**config.mk**
```make
export PLATFORM = sky130hd
export DESIGN_NAME = fsc_top
export DESIGN_NICKNAME = d
export VERILOG_FILES = /design/src/logic/fsc_pkg.sv /design/src/logic/fsc_top.sv
export VERILOG_INCLUDE_DIRS = /design/src /design/src/logic
export SDC_FILE = /design/constraint.sdc
export NUM_CORES = 1
export LEC_CHECK = 0
export BUFFER_PORTS_ARGS = -buffer_cell sky130_fd_sc_hd__buf_2
export CORE_UTILIZATION = 54
export DETAILED_ROUTE_END_ITERATION = 16
export GPL_TIMING_DRIVEN = 1
export PLACE_DENSITY = 0.87
export SLEW_MARGIN = 10
export SYNTH_ARGS = -nofsm -noshare
export SYNTH_HDL_FRONTEND = slang
export SYNTH_SLANG_ARGS = --single-unit
```
**constraint.sdc**
```tcl
create_clock -name pclk -period 5.5 [get_ports pclk]
set_input_delay 0.275 -clock pclk [delete_from_list [all_inputs] [get_ports pclk]]
set_output_delay 0.275 -clock pclk [all_outputs]
set_load 0.02 [all_outputs]
```
**src/logic/fsc_map.svh**
```systemverilog
// Register indices, field positions and reset values of the flash control.
// Operation
// - Reset copies nonvolatile protect and option bytes.
// - Enabled backdoor key unlocks on 8-byte match.
// - Key writes only from secure code, never debug.
// - Disabled key: only erase plus blank unsecures.
// - Security code 1:0 means unsecured, else secured.
// - Registers decoded in high page from 0x1800.
// - Compare eight key bytes in ascending order.
// - Successful unlock sets security code to 1:0.
`ifndef FSC_MAP_SVH
`define FSC_MAP_SVH
`define FSC_HIGH_PAGE_BASE  14'h1800
`define FSC_IDX_CLKDIV      14'h1820
`define FSC_IDX_OPTION      14'h1821
`define FSC_IDX_CONFIG      14'h1823
`define FSC_IDX_PROTECT     14'h1824
`define FSC_IDX_STATUS      14'h1825
`define FSC_IDX_COMMAND     14'h1826
`define FSC_IDX_KEY_DATA    14'h1830
`define FSC_IDX_IRQ_STATUS  14'h1831
`define FSC_IDX_IRQ_MASK    14'h1832
`define FSC_DIV_LOADED_BIT  7
`define FSC_PRESCALE_BIT    6
`define FSC_KEY_ENABLE_BIT  7
`define FSC_NO_REDIRECT_BIT 6
`define FSC_KEY_ACCESS_BIT  5
`define FSC_ST_READY_BIT    7
`define FSC_ST_DONE_BIT     6
`define FSC_ST_VIOLATE_BIT  5
`define FSC_ST_ACC_ERR_BIT  4
`define FSC_ST_BLANK_BIT    2
`define FSC_IRQ_UNLOCK_BIT  0
`define FSC_IRQ_MISMATCH_BIT 1
`define FSC_IRQ_BLANK_BIT   2
`define FSC_IRQ_ACCERR_BIT  3
`define FSC_UNSECURED_CODE  2'b10
`define FSC_PRESCALE_MAX    3'h7
`define FSC_KEY_LAST        3'h7
`define FSC_RESET_BYTE      8'hff
`define FSC_ZERO_BYTE       8'h00
`endif

```
**src/logic/fsc_pkg.sv**
```systemverilog
// Types shared by the flash security and clock control.
package fsc_pkg;
    typedef enum logic [2:0] {
        FSC_KEY_IDLE    = 3'b001,
        FSC_KEY_COLLECT = 3'b010,
        FSC_KEY_DONE    = 3'b100
    } fsc_key_state_type;
    typedef logic [7:0] fsc_byte_type;
endpackage : fsc_pkg

```
**src/logic/fsc_top.sv**
```systemverilog
// Flash security, option load and timing clock control behind APB.
`timescale 1ns/1ps
`include "fsc_map.svh"
module fsc_top #(
    parameter int ADDR_W = 16
) (
    input  wire logic                pclk,
    input  wire logic                presetn,
    input  wire logic                psel,
    input  wire logic                penable,
    input  wire logic                pwrite,
    input  wire logic [ADDR_W-1:0]   paddr,
    input  wire logic [31:0]         pwdata,
    output logic      [31:0]         prdata,
    output logic                     pready,
    output logic                     pslverr,
    input  wire fsc_pkg::fsc_byte_type nv_protect_byte,
    input  wire fsc_pkg::fsc_byte_type nv_option_byte,
    input  wire logic [63:0]         stored_unlock_key,
    input  wire logic                from_secure_code,
    input  wire logic                debug_access,
    input  wire logic                mass_erase_done,
    input  wire logic                blank_verify_ok,
    output logic                     irq,
    output logic                     mem_secured,
    output logic                     fclk_tick,
    output fsc_pkg::fsc_byte_type    protect_working
);
    import fsc_pkg::*;

    fsc_byte_type      clock_divider_reg;
    fsc_byte_type      option_working_reg;
    fsc_byte_type      flash_config_reg;
    fsc_byte_type      flash_command_reg;
    logic [3:0]        irq_status;
    logic [3:0]        irq_mask;
    logic              acc_err;
    logic              acc_err_q;
    logic              blank_seen;
    logic              load_pending;
    logic              erased;
    fsc_key_state_type key_state;
    logic [2:0]        key_cnt;
    logic              key_bad;
    logic              key_ok_pulse;
    logic              key_bad_pulse;
    logic              blank_unsec;
    logic [2:0]        pre_cnt;
    logic [5:0]        div_cnt;

    // Word index of the access; the low two address bits must be zero.
    logic [13:0] idx;
    logic        aligned;
    logic        acc;
    logic        wr;
    logic        in_page;
    assign idx     = paddr[15:2];
    assign aligned = (paddr[1:0] == 2'b00);
    assign acc     = psel && penable && pready;
    assign wr      = acc && pwrite;
    // Only the flash control set of the high page answers here.
    assign in_page = (idx >= `FSC_HIGH_PAGE_BASE);

    logic backdoor_key_enable;
    logic key_write_access;
    logic prescale_by_eight;
    assign backdoor_key_enable = option_working_reg[`FSC_KEY_ENABLE_BIT];
    assign key_write_access    = flash_config_reg[`FSC_KEY_ACCESS_BIT];
    assign prescale_by_eight   = clock_divider_reg[`FSC_PRESCALE_BIT];

    // A key byte counts only from secure user code with the path enabled.
    logic key_wr_req;
    logic key_wr;
    assign key_wr_req = wr && aligned && (idx == `FSC_IDX_KEY_DATA);
    assign key_wr     = key_wr_req && backdoor_key_enable
                        && key_write_access && from_secure_code
                        && !debug_access;

    // Decode into a read value and an error flag.
    logic [31:0] next_prdata;
    logic        next_err;
    always_comb
    begin
        next_prdata = 32'h0000_0000;
        next_err    = 1'b0;
        if (!aligned || !in_page)
            next_err = 1'b1;
        else if (idx == `FSC_IDX_CLKDIV)
            next_prdata[7:0] = clock_divider_reg;
        else if (idx == `FSC_IDX_OPTION)
            next_prdata[7:0] = option_working_reg;
        else if (idx == `FSC_IDX_CONFIG)
            next_prdata[7:0] = flash_config_reg;
        else if (idx == `FSC_IDX_PROTECT)
            next_prdata[7:0] = protect_working;
        else if (idx == `FSC_IDX_STATUS)
        begin
            next_prdata[`FSC_ST_READY_BIT]   = 1'b1;
            next_prdata[`FSC_ST_DONE_BIT]    = 1'b1;
            next_prdata[`FSC_ST_ACC_ERR_BIT] = acc_err;
            next_prdata[`FSC_ST_BLANK_BIT]  = blank_seen;
        end
        else if (idx == `FSC_IDX_COMMAND)
            next_prdata[7:0] = flash_command_reg;
        else if (idx == `FSC_IDX_KEY_DATA)
            next_prdata[7:0] = `FSC_ZERO_BYTE;
        else if (idx == `FSC_IDX_IRQ_STATUS)
            next_prdata[3:0] = irq_status;
        else if (idx == `FSC_IDX_IRQ_MASK)
            next_prdata[3:0] = irq_mask;
        else
            next_err = 1'b1;
    end

    // Zero-wait slave: pready rises in the first access cycle.
    always_ff @(posedge pclk or negedge presetn)
    begin
        if (!presetn)
        begin
            pready  <= 1'b0;
            pslverr <= 1'b0;
            prdata  <= 32'h0000_0000;
        end
        else
        begin
            pready  <= psel && !penable;
            pslverr <= psel && !penable && next_err;
            if (psel && !penable && !pwrite)
                prdata <= next_prdata;
        end
    end

    // Working copies are loaded on the first edge after reset release.
    always_ff @(posedge pclk or negedge presetn)
    begin
        if (!presetn)
            load_pending <= 1'b1;
        else
            load_pending <= 1'b0;
    end

    // The protect byte is loaded at reset and writable afterwards.
    always_ff @(posedge pclk or negedge presetn)
    begin
        if (!presetn)
            protect_working <= `FSC_RESET_BYTE;
        else if (load_pending)
            protect_working <= nv_protect_byte;
        else if (wr && aligned && idx == `FSC_IDX_PROTECT)
            protect_working <= pwdata[7:0];
    end

    // Option byte is read only; hardware alone moves the security code.
    always_ff @(posedge pclk or negedge presetn)
    begin
        if (!presetn)
            option_working_reg <= `FSC_RESET_BYTE;
        else if (load_pending)
        begin
            option_working_reg       <= nv_option_byte;
            option_working_reg[5:2]  <= 4'h0;
        end
        else if (key_ok_pulse || blank_unsec)
            option_working_reg[1:0] <= `FSC_UNSECURED_CODE;
    end

    // Security follows the working code; secured until proven otherwise.
    always_ff @(posedge pclk or negedge presetn)
    begin
        if (!presetn)
            mem_secured <= 1'b1;
        else
            mem_secured <= (option_working_reg[1:0]
                            != `FSC_UNSECURED_CODE);
    end

    // Divider, config and command registers written by software.
    always_ff @(posedge pclk or negedge presetn)
    begin
        if (!presetn)
        begin
            clock_divider_reg <= `FSC_ZERO_BYTE;
            flash_config_reg  <= `FSC_ZERO_BYTE;
            flash_command_reg <= `FSC_ZERO_BYTE;
        end
        else if (wr && aligned)
        begin
            if (idx == `FSC_IDX_CLKDIV)
                clock_divider_reg <= {1'b1, pwdata[6:0]};
            else if (idx == `FSC_IDX_CONFIG)
                flash_config_reg <= {2'b00, pwdata[`FSC_KEY_ACCESS_BIT], 5'h00};
            else if (idx == `FSC_IDX_COMMAND)
                flash_command_reg <= pwdata[7:0];
        end
    end

    // A command before the divider is loaded is an access error.
    always_ff @(posedge pclk or negedge presetn)
    begin
        if (!presetn)
        begin
            acc_err    <= 1'b0;
            acc_err_q  <= 1'b0;
            blank_seen <= 1'b0;
        end
        else
        begin
            // Delayed copy lets the event fire on the rising edge only.
            acc_err_q <= acc_err;
            if (wr && aligned && idx == `FSC_IDX_COMMAND
                && !clock_divider_reg[`FSC_DIV_LOADED_BIT])
                acc_err <= 1'b1;
            else if (wr && aligned && idx == `FSC_IDX_STATUS
                     && pwdata[`FSC_ST_ACC_ERR_BIT])
                acc_err <= 1'b0;
            if (blank_verify_ok)
                blank_seen <= 1'b1;
            else if (mass_erase_done)
                blank_seen <= 1'b0;
        end
    end

    // Blank check only unsecures after a full mass erase.
    assign blank_unsec = blank_verify_ok && erased;
    always_ff @(posedge pclk or negedge presetn)
    begin
        if (!presetn)
            erased <= 1'b0;
        else if (mass_erase_done)
            erased <= 1'b1;
        else if (wr && aligned && idx == `FSC_IDX_COMMAND)
            erased <= 1'b0;
    end

    // Key bytes are compared in ascending order; one bad byte spoils all.
    always_ff @(posedge pclk or negedge presetn)
    begin
        if (!presetn)
        begin
            key_state     <= FSC_KEY_IDLE;
            key_cnt       <= 3'h0;
            key_bad       <= 1'b0;
            key_ok_pulse  <= 1'b0;
            key_bad_pulse <= 1'b0;
        end
        else
        begin
            key_ok_pulse  <= 1'b0;
            key_bad_pulse <= 1'b0;
            case (key_state)
                FSC_KEY_IDLE:
                begin
                    key_cnt <= 3'h0;
                    key_bad <= 1'b0;
                    if (key_wr)
                    begin
                        key_bad   <= pwdata[7:0]
                                     != stored_unlock_key[7:0];
                        key_cnt   <= 3'h1;
                        key_state <= FSC_KEY_COLLECT;
                    end
                end
                FSC_KEY_COLLECT:
                begin
                    if (!key_write_access)
                        key_state <= FSC_KEY_IDLE;
                    else if (key_wr)
                    begin
                        if (pwdata[7:0] != stored_unlock_key[key_cnt*8 +: 8])
                            key_bad <= 1'b1;
                        key_cnt <= key_cnt + 3'h1;
                        if (key_cnt == `FSC_KEY_LAST)
                            key_state <= FSC_KEY_DONE;
                    end
                end
                FSC_KEY_DONE:
                begin
                    key_ok_pulse  <= !key_bad;
                    key_bad_pulse <= key_bad;
                    key_state     <= FSC_KEY_IDLE;
                end
                default:
                    key_state <= FSC_KEY_IDLE;
            endcase
        end
    end

    // Sticky events; a new event wins over a write-one clear.
    logic [3:0] events;
    assign events = {acc_err && !acc_err_q, blank_unsec,
                     key_bad_pulse, key_ok_pulse};
    always_ff @(posedge pclk or negedge presetn)
    begin
        if (!presetn)
        begin
            irq_status <= 4'h0;
            irq_mask   <= 4'h0;
            irq        <= 1'b0;
        end
        else
        begin
            if (wr && aligned && idx == `FSC_IDX_IRQ_STATUS)
                irq_status <= (irq_status & ~pwdata[3:0]) | events;
            else
                irq_status <= irq_status | events;
            if (wr && aligned && idx == `FSC_IDX_IRQ_MASK)
                irq_mask <= pwdata[3:0];
            irq <= |(irq_status & irq_mask);
        end
    end

    // Timing clock: prescale by 8 or 1, then divide by divisor plus one.
    logic pre_tick;
    assign pre_tick = !prescale_by_eight
                      || (pre_cnt == `FSC_PRESCALE_MAX);
    always_ff @(posedge pclk or negedge presetn)
    begin
        if (!presetn)
        begin
            pre_cnt   <= 3'h0;
            div_cnt   <= 6'h00;
            fclk_tick <= 1'b0;
        end
        else if (wr && aligned && idx == `FSC_IDX_CLKDIV)
        begin
            pre_cnt   <= 3'h0;
            div_cnt   <= 6'h00;
            fclk_tick <= 1'b0;
        end
        else
        begin
            fclk_tick <= 1'b0;
            if (clock_divider_reg[`FSC_DIV_LOADED_BIT])
            begin
                pre_cnt <= pre_tick ? 3'h0 : pre_cnt + 3'h1;
                if (pre_tick)
                begin
                    if (div_cnt == clock_divider_reg[5:0])
                    begin
                        div_cnt   <= 6'h00;
                        fclk_tick <= 1'b1;
                    end
                    else
                        div_cnt <= div_cnt + 6'h01;
                end
            end
        end
    end

    // Helper: cycle gap between ticks and whether the divider held still.
    logic [9:0] gap;
    logic       clean;
    always_ff @(posedge pclk or negedge presetn)
    begin
        if (!presetn)
        begin
            gap   <= 10'h000;
            clean <= 1'b0;
        end
        else
        begin
            gap <= fclk_tick ? 10'h001 : gap + 10'h001;
            if (wr && aligned && idx == `FSC_IDX_CLKDIV)
                clean <= 1'b0;
            else if (fclk_tick)
                clean <= 1'b1;
        end
    end
    logic [9:0] period;
    assign period = (prescale_by_eight ? 10'h008 : 10'h001)
                    * ({4'h0, clock_divider_reg[5:0]} + 10'h001);
endmodule : fsc_top

```
Word-level counts from Yosys, hierarchy flattened
Index checks and enable logic that the tools add are counted.
- bits in registers: 77
- word-level logic and storage cells: 176
- add/sub/neg operators: 3
- $lt $le $gt $ge: 1
- shift operators: 1
- mux-type cells: 63
- bitwise operators: 7
- reduce and logical (&&, ||, !) cells: 51
- eq/ne operators: 24
- operators with widths (cell ; number):
    == test 14 x 13 -> 1 bit, second input constant ; 9
    2-to-1 mux 8 bit ; 8
    indexed part select 64 x 7 -> 8 bit ; 1
    2-to-1 mux 1 bit ; 31
    2-to-1 mux 3 bit ; 9
    2-to-1 mux 6 bit ; 4
    logical AND 1 bit ; 22
    2-to-1 mux 4 bit ; 4
    inequality test 8 bit ; 2
    nonzero test 2 bit ; 8
    greater-or-equal comparator 14 x 13 -> 1 bit, second input constant ; 1
    one-hot mux 3 bit (2 select lines) ; 2
    inequality test 2 bit, second input constant ; 5
    == test 3 bit, second input constant ; 3
    zero test 1 bit ; 9
    AND reduction 3 bit ; 3
    bitwise AND 4 bit ; 2
    2-to-1 mux 2 bit ; 4
    OR 4 bit ; 2
    AND reduction 4 bit ; 2
    adder 3 x 1 -> 3 bit, second input constant ; 2
    adder 6 x 1 -> 6 bit, second input constant ; 1
    == test 6 bit ; 1
    inequality test 3 bit, second input constant ; 2
    9 further kinds ; 13

Longest topological paths before layout
- depth after elaboration: 12
- mapped depth: 8
- mapped depth without buffers: 8

Least setup slack after synthesis
Ideal clock, no wire load.
- path kind: input -> register
- start: input paddr[8]
- end: register clock_divider_reg[4]
- stages: 5
- arrival: 1929 ps
- setup slack: 3446 ps
- required time: 5375 ps
- library setup time: 125 ps
- cell sequence: or4b_1 nor3_4 nand3_2 nor2_4 mux2_2
- cells in the longest elaborated chain, start to end: 2
- RTL lines (item ; RTL line ; RTL):
    from (decl) ; fsc_top.sv:12 ; input wire logic [ADDR_W-1:0] paddr,
    == test 14 x 13 -> 1 bit (no line) ; -- ;
    AND reduction 2 bit (no line) ; -- ;
    to (signal assigned) ; fsc_top.sv:182 ; clock_divider_reg <= `FSC_ZERO_BYTE;
    to (signal assigned) ; fsc_top.sv:189 ; clock_divider_reg <= {1'b1, pwdata[6:0]};
    to (decl) ; fsc_top.sv:31 ; fsc_byte_type clock_divider_reg;
No other way between the ends.
A chain may end at the register's enable or synchronous reset.

Worst setup path after layout
- start: register key_cnt[1]
- end: register key_bad
- cells in the longest elaborated chain, start to end: 4
- RTL lines (item ; RTL line ; RTL):
    from (decl) ; fsc_top.sv:43 ; logic [2:0] key_cnt;
    from (signal assigned) ; fsc_top.sv:271 ; key_cnt <= key_cnt + 3'h1;
    indexed part select 64 x 7 -> 8 bit ; fsc_top.sv:269 ; if (pwdata[7:0] != stored_unlock_key[key_cnt*8 +: 8])
    inequality test 8 bit ; fsc_top.sv:269 ;
    inequality test 2 bit (no line) ; -- ;
    AND reduction 4 bit (no line) ; -- ;
    to (signal assigned) ; fsc_top.sv:257 ; key_bad <= pwdata[7:0]
    to (decl) ; fsc_top.sv:44 ; logic key_bad;
No other way between the ends.

==> results.json <==
{
  "synth_area_leaders": "dfrtp_1 (31%), dfstp_2 (8.9%), mux2_2 (6.5%)",
  "yosysSeqAreaShare": 0.397,
  "place_ws_ns": 2.94,
  "setup_viol": 0,
  "numClockSinks": 74,
  "end_kind": "flop",
  "rows": 33,
  "via_per_inst": 5.81,
  "cts_resized": 0,
  "rsz0062_at_grt": "no",
  "ir_drop_uv": 181,
  "start_util": 0.565,
  "drt_first_iter_violations": 215,
  "ys_warn_count": 0,
  "cts_buffer_depth": 2,
  "hold_class": "in2reg",
  "synth.largest_area_cell": "dfrtp_1",
  "tritoncts": "yes",
  "setup_ws_ns": 3.01,
  "hold_viol_final": 0,
  "syn_to_final_growth_pct": 16.0,
  "num_antenna_cells": 0,
  "drv_cap": 0,
  "dr.pass1.iters": 5,
  "dp_hpwl_um": 8910,
  "max_slew_margin": 0.368,
  "drtAntennaViolNets": 0,
  "die_w_um": 95.4,
  "timing_worst_setup_path_type": "reg2reg",
  "drc_errors": 0,
  "ys_ff_latch": 74,
  "cts_made_buffers": 9,
  "antenna_found_initial": 0,
  "cts-hold-fix-buffers": 0,
  "die-area_um2": 9100,
  "grt_pass1_vias": 3848,
  "synth_area_um2": 4710,
  "setup_tns_ns": 0,
  "fin_skew_ns": 0.00867,
  "worst_slew_pin_slew_ns": 0.949,
  "wl_per_cell_um": 17.0,
  "io_pins": 182,
  "status": "complete, no violations",
  "synth-edff-count": 0,
  "port_buffers": 129,
  "grt_max_degree": 75,
  "worstPathRequired_ns": 5.73,
  "syn_avg_cell_area_um2": 10.3,
  "max_freq_mhz": 401,
  "fp.coreArea_um2": 8340,
  "gp_congestion": 0.863,
  "p_total_mw": 1.20,
  "wl_um": 11600,
  "critPathMaxFanout": 20,
  "cp.arrival_ns": 2.72,
  "cts_setup_buffers": 0,
  "htree_levels": 3,
  "final_layout_size_suffix_gt1_frac": 0.365,
  "nets": 715,
  "clk_latency_ns": 0.35,
  "cts-root-buf": "clkbuf_8",
  "grt_overflow": 0,
  "powerDensity_nw_per_um2": 219,
  "ys_types": 66,
  "leakage_nw": 2.52,
  "rr_worst_depth": 6,
  "hold-path-cell-count": 2,
  "die_y_um": 95.4,
  "async_flop_share": 1.00,
  "clkSlewWorstSetupHoldPaths_ns": 0.07,
  "synth_top_area_share": 0.308,
  "vias": 3970,
  "fin_crit_sh": 0.453,
  "start_kind": "flop",
  "synthCells": 456,
  "synth_top_flop_cell": "dfrtp_1",
  "grtUsageTotal": 0.275,
  "slew_viol_final": 0,
  "finalCriticalPeriod_ns": 2.49,
  "grt_pass1_wl_um": 18500
}
[layout by cell type (no fill, tap or decap), types with 4 or more instances in the layout]
master | Yosys | final
nor3_1 | 7 | 7
nand2b_1 | 11 | 11
nor2_1 | 13 | 13
nand3_1 | 10 | 10
mux2_2 | 27 | 27
a22oi_1 | 6 | 6
a221oi_1 | 5 | 5
dfstp_2 | 16 | 16
mux2i_1 | 28 | 28
mux4_2 | 10 | 10
nand2_1 | 40 | 40
o22ai_1 | 4 | 4
nand3b_1 | 4 | 4
dfrtp_1 | 58 | 58
xnor2_1 | 12 | 12
buf_2 | 5 | 129
a21oi_1 | 18 | 18
o21ai_0 | 33 | 33
ha_1 | 5 | 5
a21o_1 | 6 | 6
xor2_1 | 12 | 12
conb_1 | 1 | 25
clkbuf_8 | 1 | 10
inv_1 | 7 | 7
nor2b_1 | 13 | 13
nand4_1 | 7 | 7
[cells in the mapped netlist (all sizes together), types with 2 or more instances]
cell type / number
a31oi: 3
and2b: 2
a221oi: 5
a2bb2oi: 2
a22oi: 6
o21ai: 33
o2111ai: 2
nand3: 12
mux2i: 28
o22ai: 4
and3: 5
or3: 4
or2: 2
nand3b: 4
o2bb2ai: 2
a21o: 7
nor3: 8
dfrtp: 58
o21a: 2
nor2: 15
xnor2: 12
mux4: 10
mux2: 28
nor4: 3
nor2b: 13
o31ai: 3
dfstp: 16
ha: 5
a2111oi: 2
clkbuf: 9
inv: 7
nand2b: 11
buf: 40
nand2: 41
a21oi: 18
xor2: 12
nand4: 7
[path summary, 6_finish.rpt]
check / from / end / slack, ns
max in group asynchronous: presetn / irq_status[0]$_DFF_PN0_ / 4.77
min in group asynchronous: presetn / div_cnt[4]$_DFFE_PN0P_ / 0.14
setup / recovery: key_cnt[1]$_DFFE_PN0P_ / key_bad$_DFFE_PN0P_ / 3.01
hold reg to reg: acc_err$_DFFE_PN0P_ / acc_err_q$_DFF_PN0_ / 0.41
setup reg to reg: key_cnt[1]$_DFFE_PN0P_ / key_bad$_DFFE_PN0P_ / 3.01
hold / removal: penable / pready$_DFF_PN0_ / 0.12
[per-stage QoR]
stage | utilization | instances | hold WS [ns] | area [um2]
final | 0.655 | 683 | 0.120 | 5460
after floorplan | - | 480 | -0.0206 | 4800
after global routing | 0.655 | 683 | 0.106 | 5460
after CTS | 0.655 | 683 | 0.0951 | 5460
after global placement | 0.629 | 667 | 0.384 | 5250
after detailed placement | 0.629 | 667 | 0.397 | 5250
[power by group]
part           switching (mW)  total (mW)  leakage (nW)  internal (mW)
registers              0.0116       0.575         0.895          0.563
clock network           0.194       0.462         0.108          0.268
logic                  0.0959       0.162          1.52         0.0660
[cell type report]
cell class	count	area [um2]
clock buffers	13	149
clock inverters	3	65.1
fillers	680	2880
inverters	7	26.3
multi-input cells	350	2560
flip-flops and latches	74	1870
well taps	105	131
repair buffers	131	661
[cell families after synthesis]
group                      after synthesis  synth area share
other                                    1          0.000796
AOI/OAI and AO/OA                       96             0.130
and+or+nand+nor                        134             0.162
buffers and inverters                   56            0.0784
xor gates and xnor gates                24            0.0446
DFF                                     74             0.397
adders and majority gates                5            0.0133
muxes                                   66             0.174
[critical path, stage by stage (launching register included)]
cell and delay, ns:
dfrtp_1 0.97, mux4_2 0.60, mux2i_1 0.23, xor2_1 0.18, nand4_1 0.10, nor4_1 0.20, o31ai_1 0.09
[layer usage]
metal / vias up / routed length (um) / global-route usage
met5: - / 0 / 0
met4: 0 / 428 / 0.143
met3: 41 / 897 / 0.0710
met2: 217 / 5540 / 0.456
met1: 1874 / 4770 / 0.328
li1: 1838 / - / -
(Power assumes the default switching activity.)
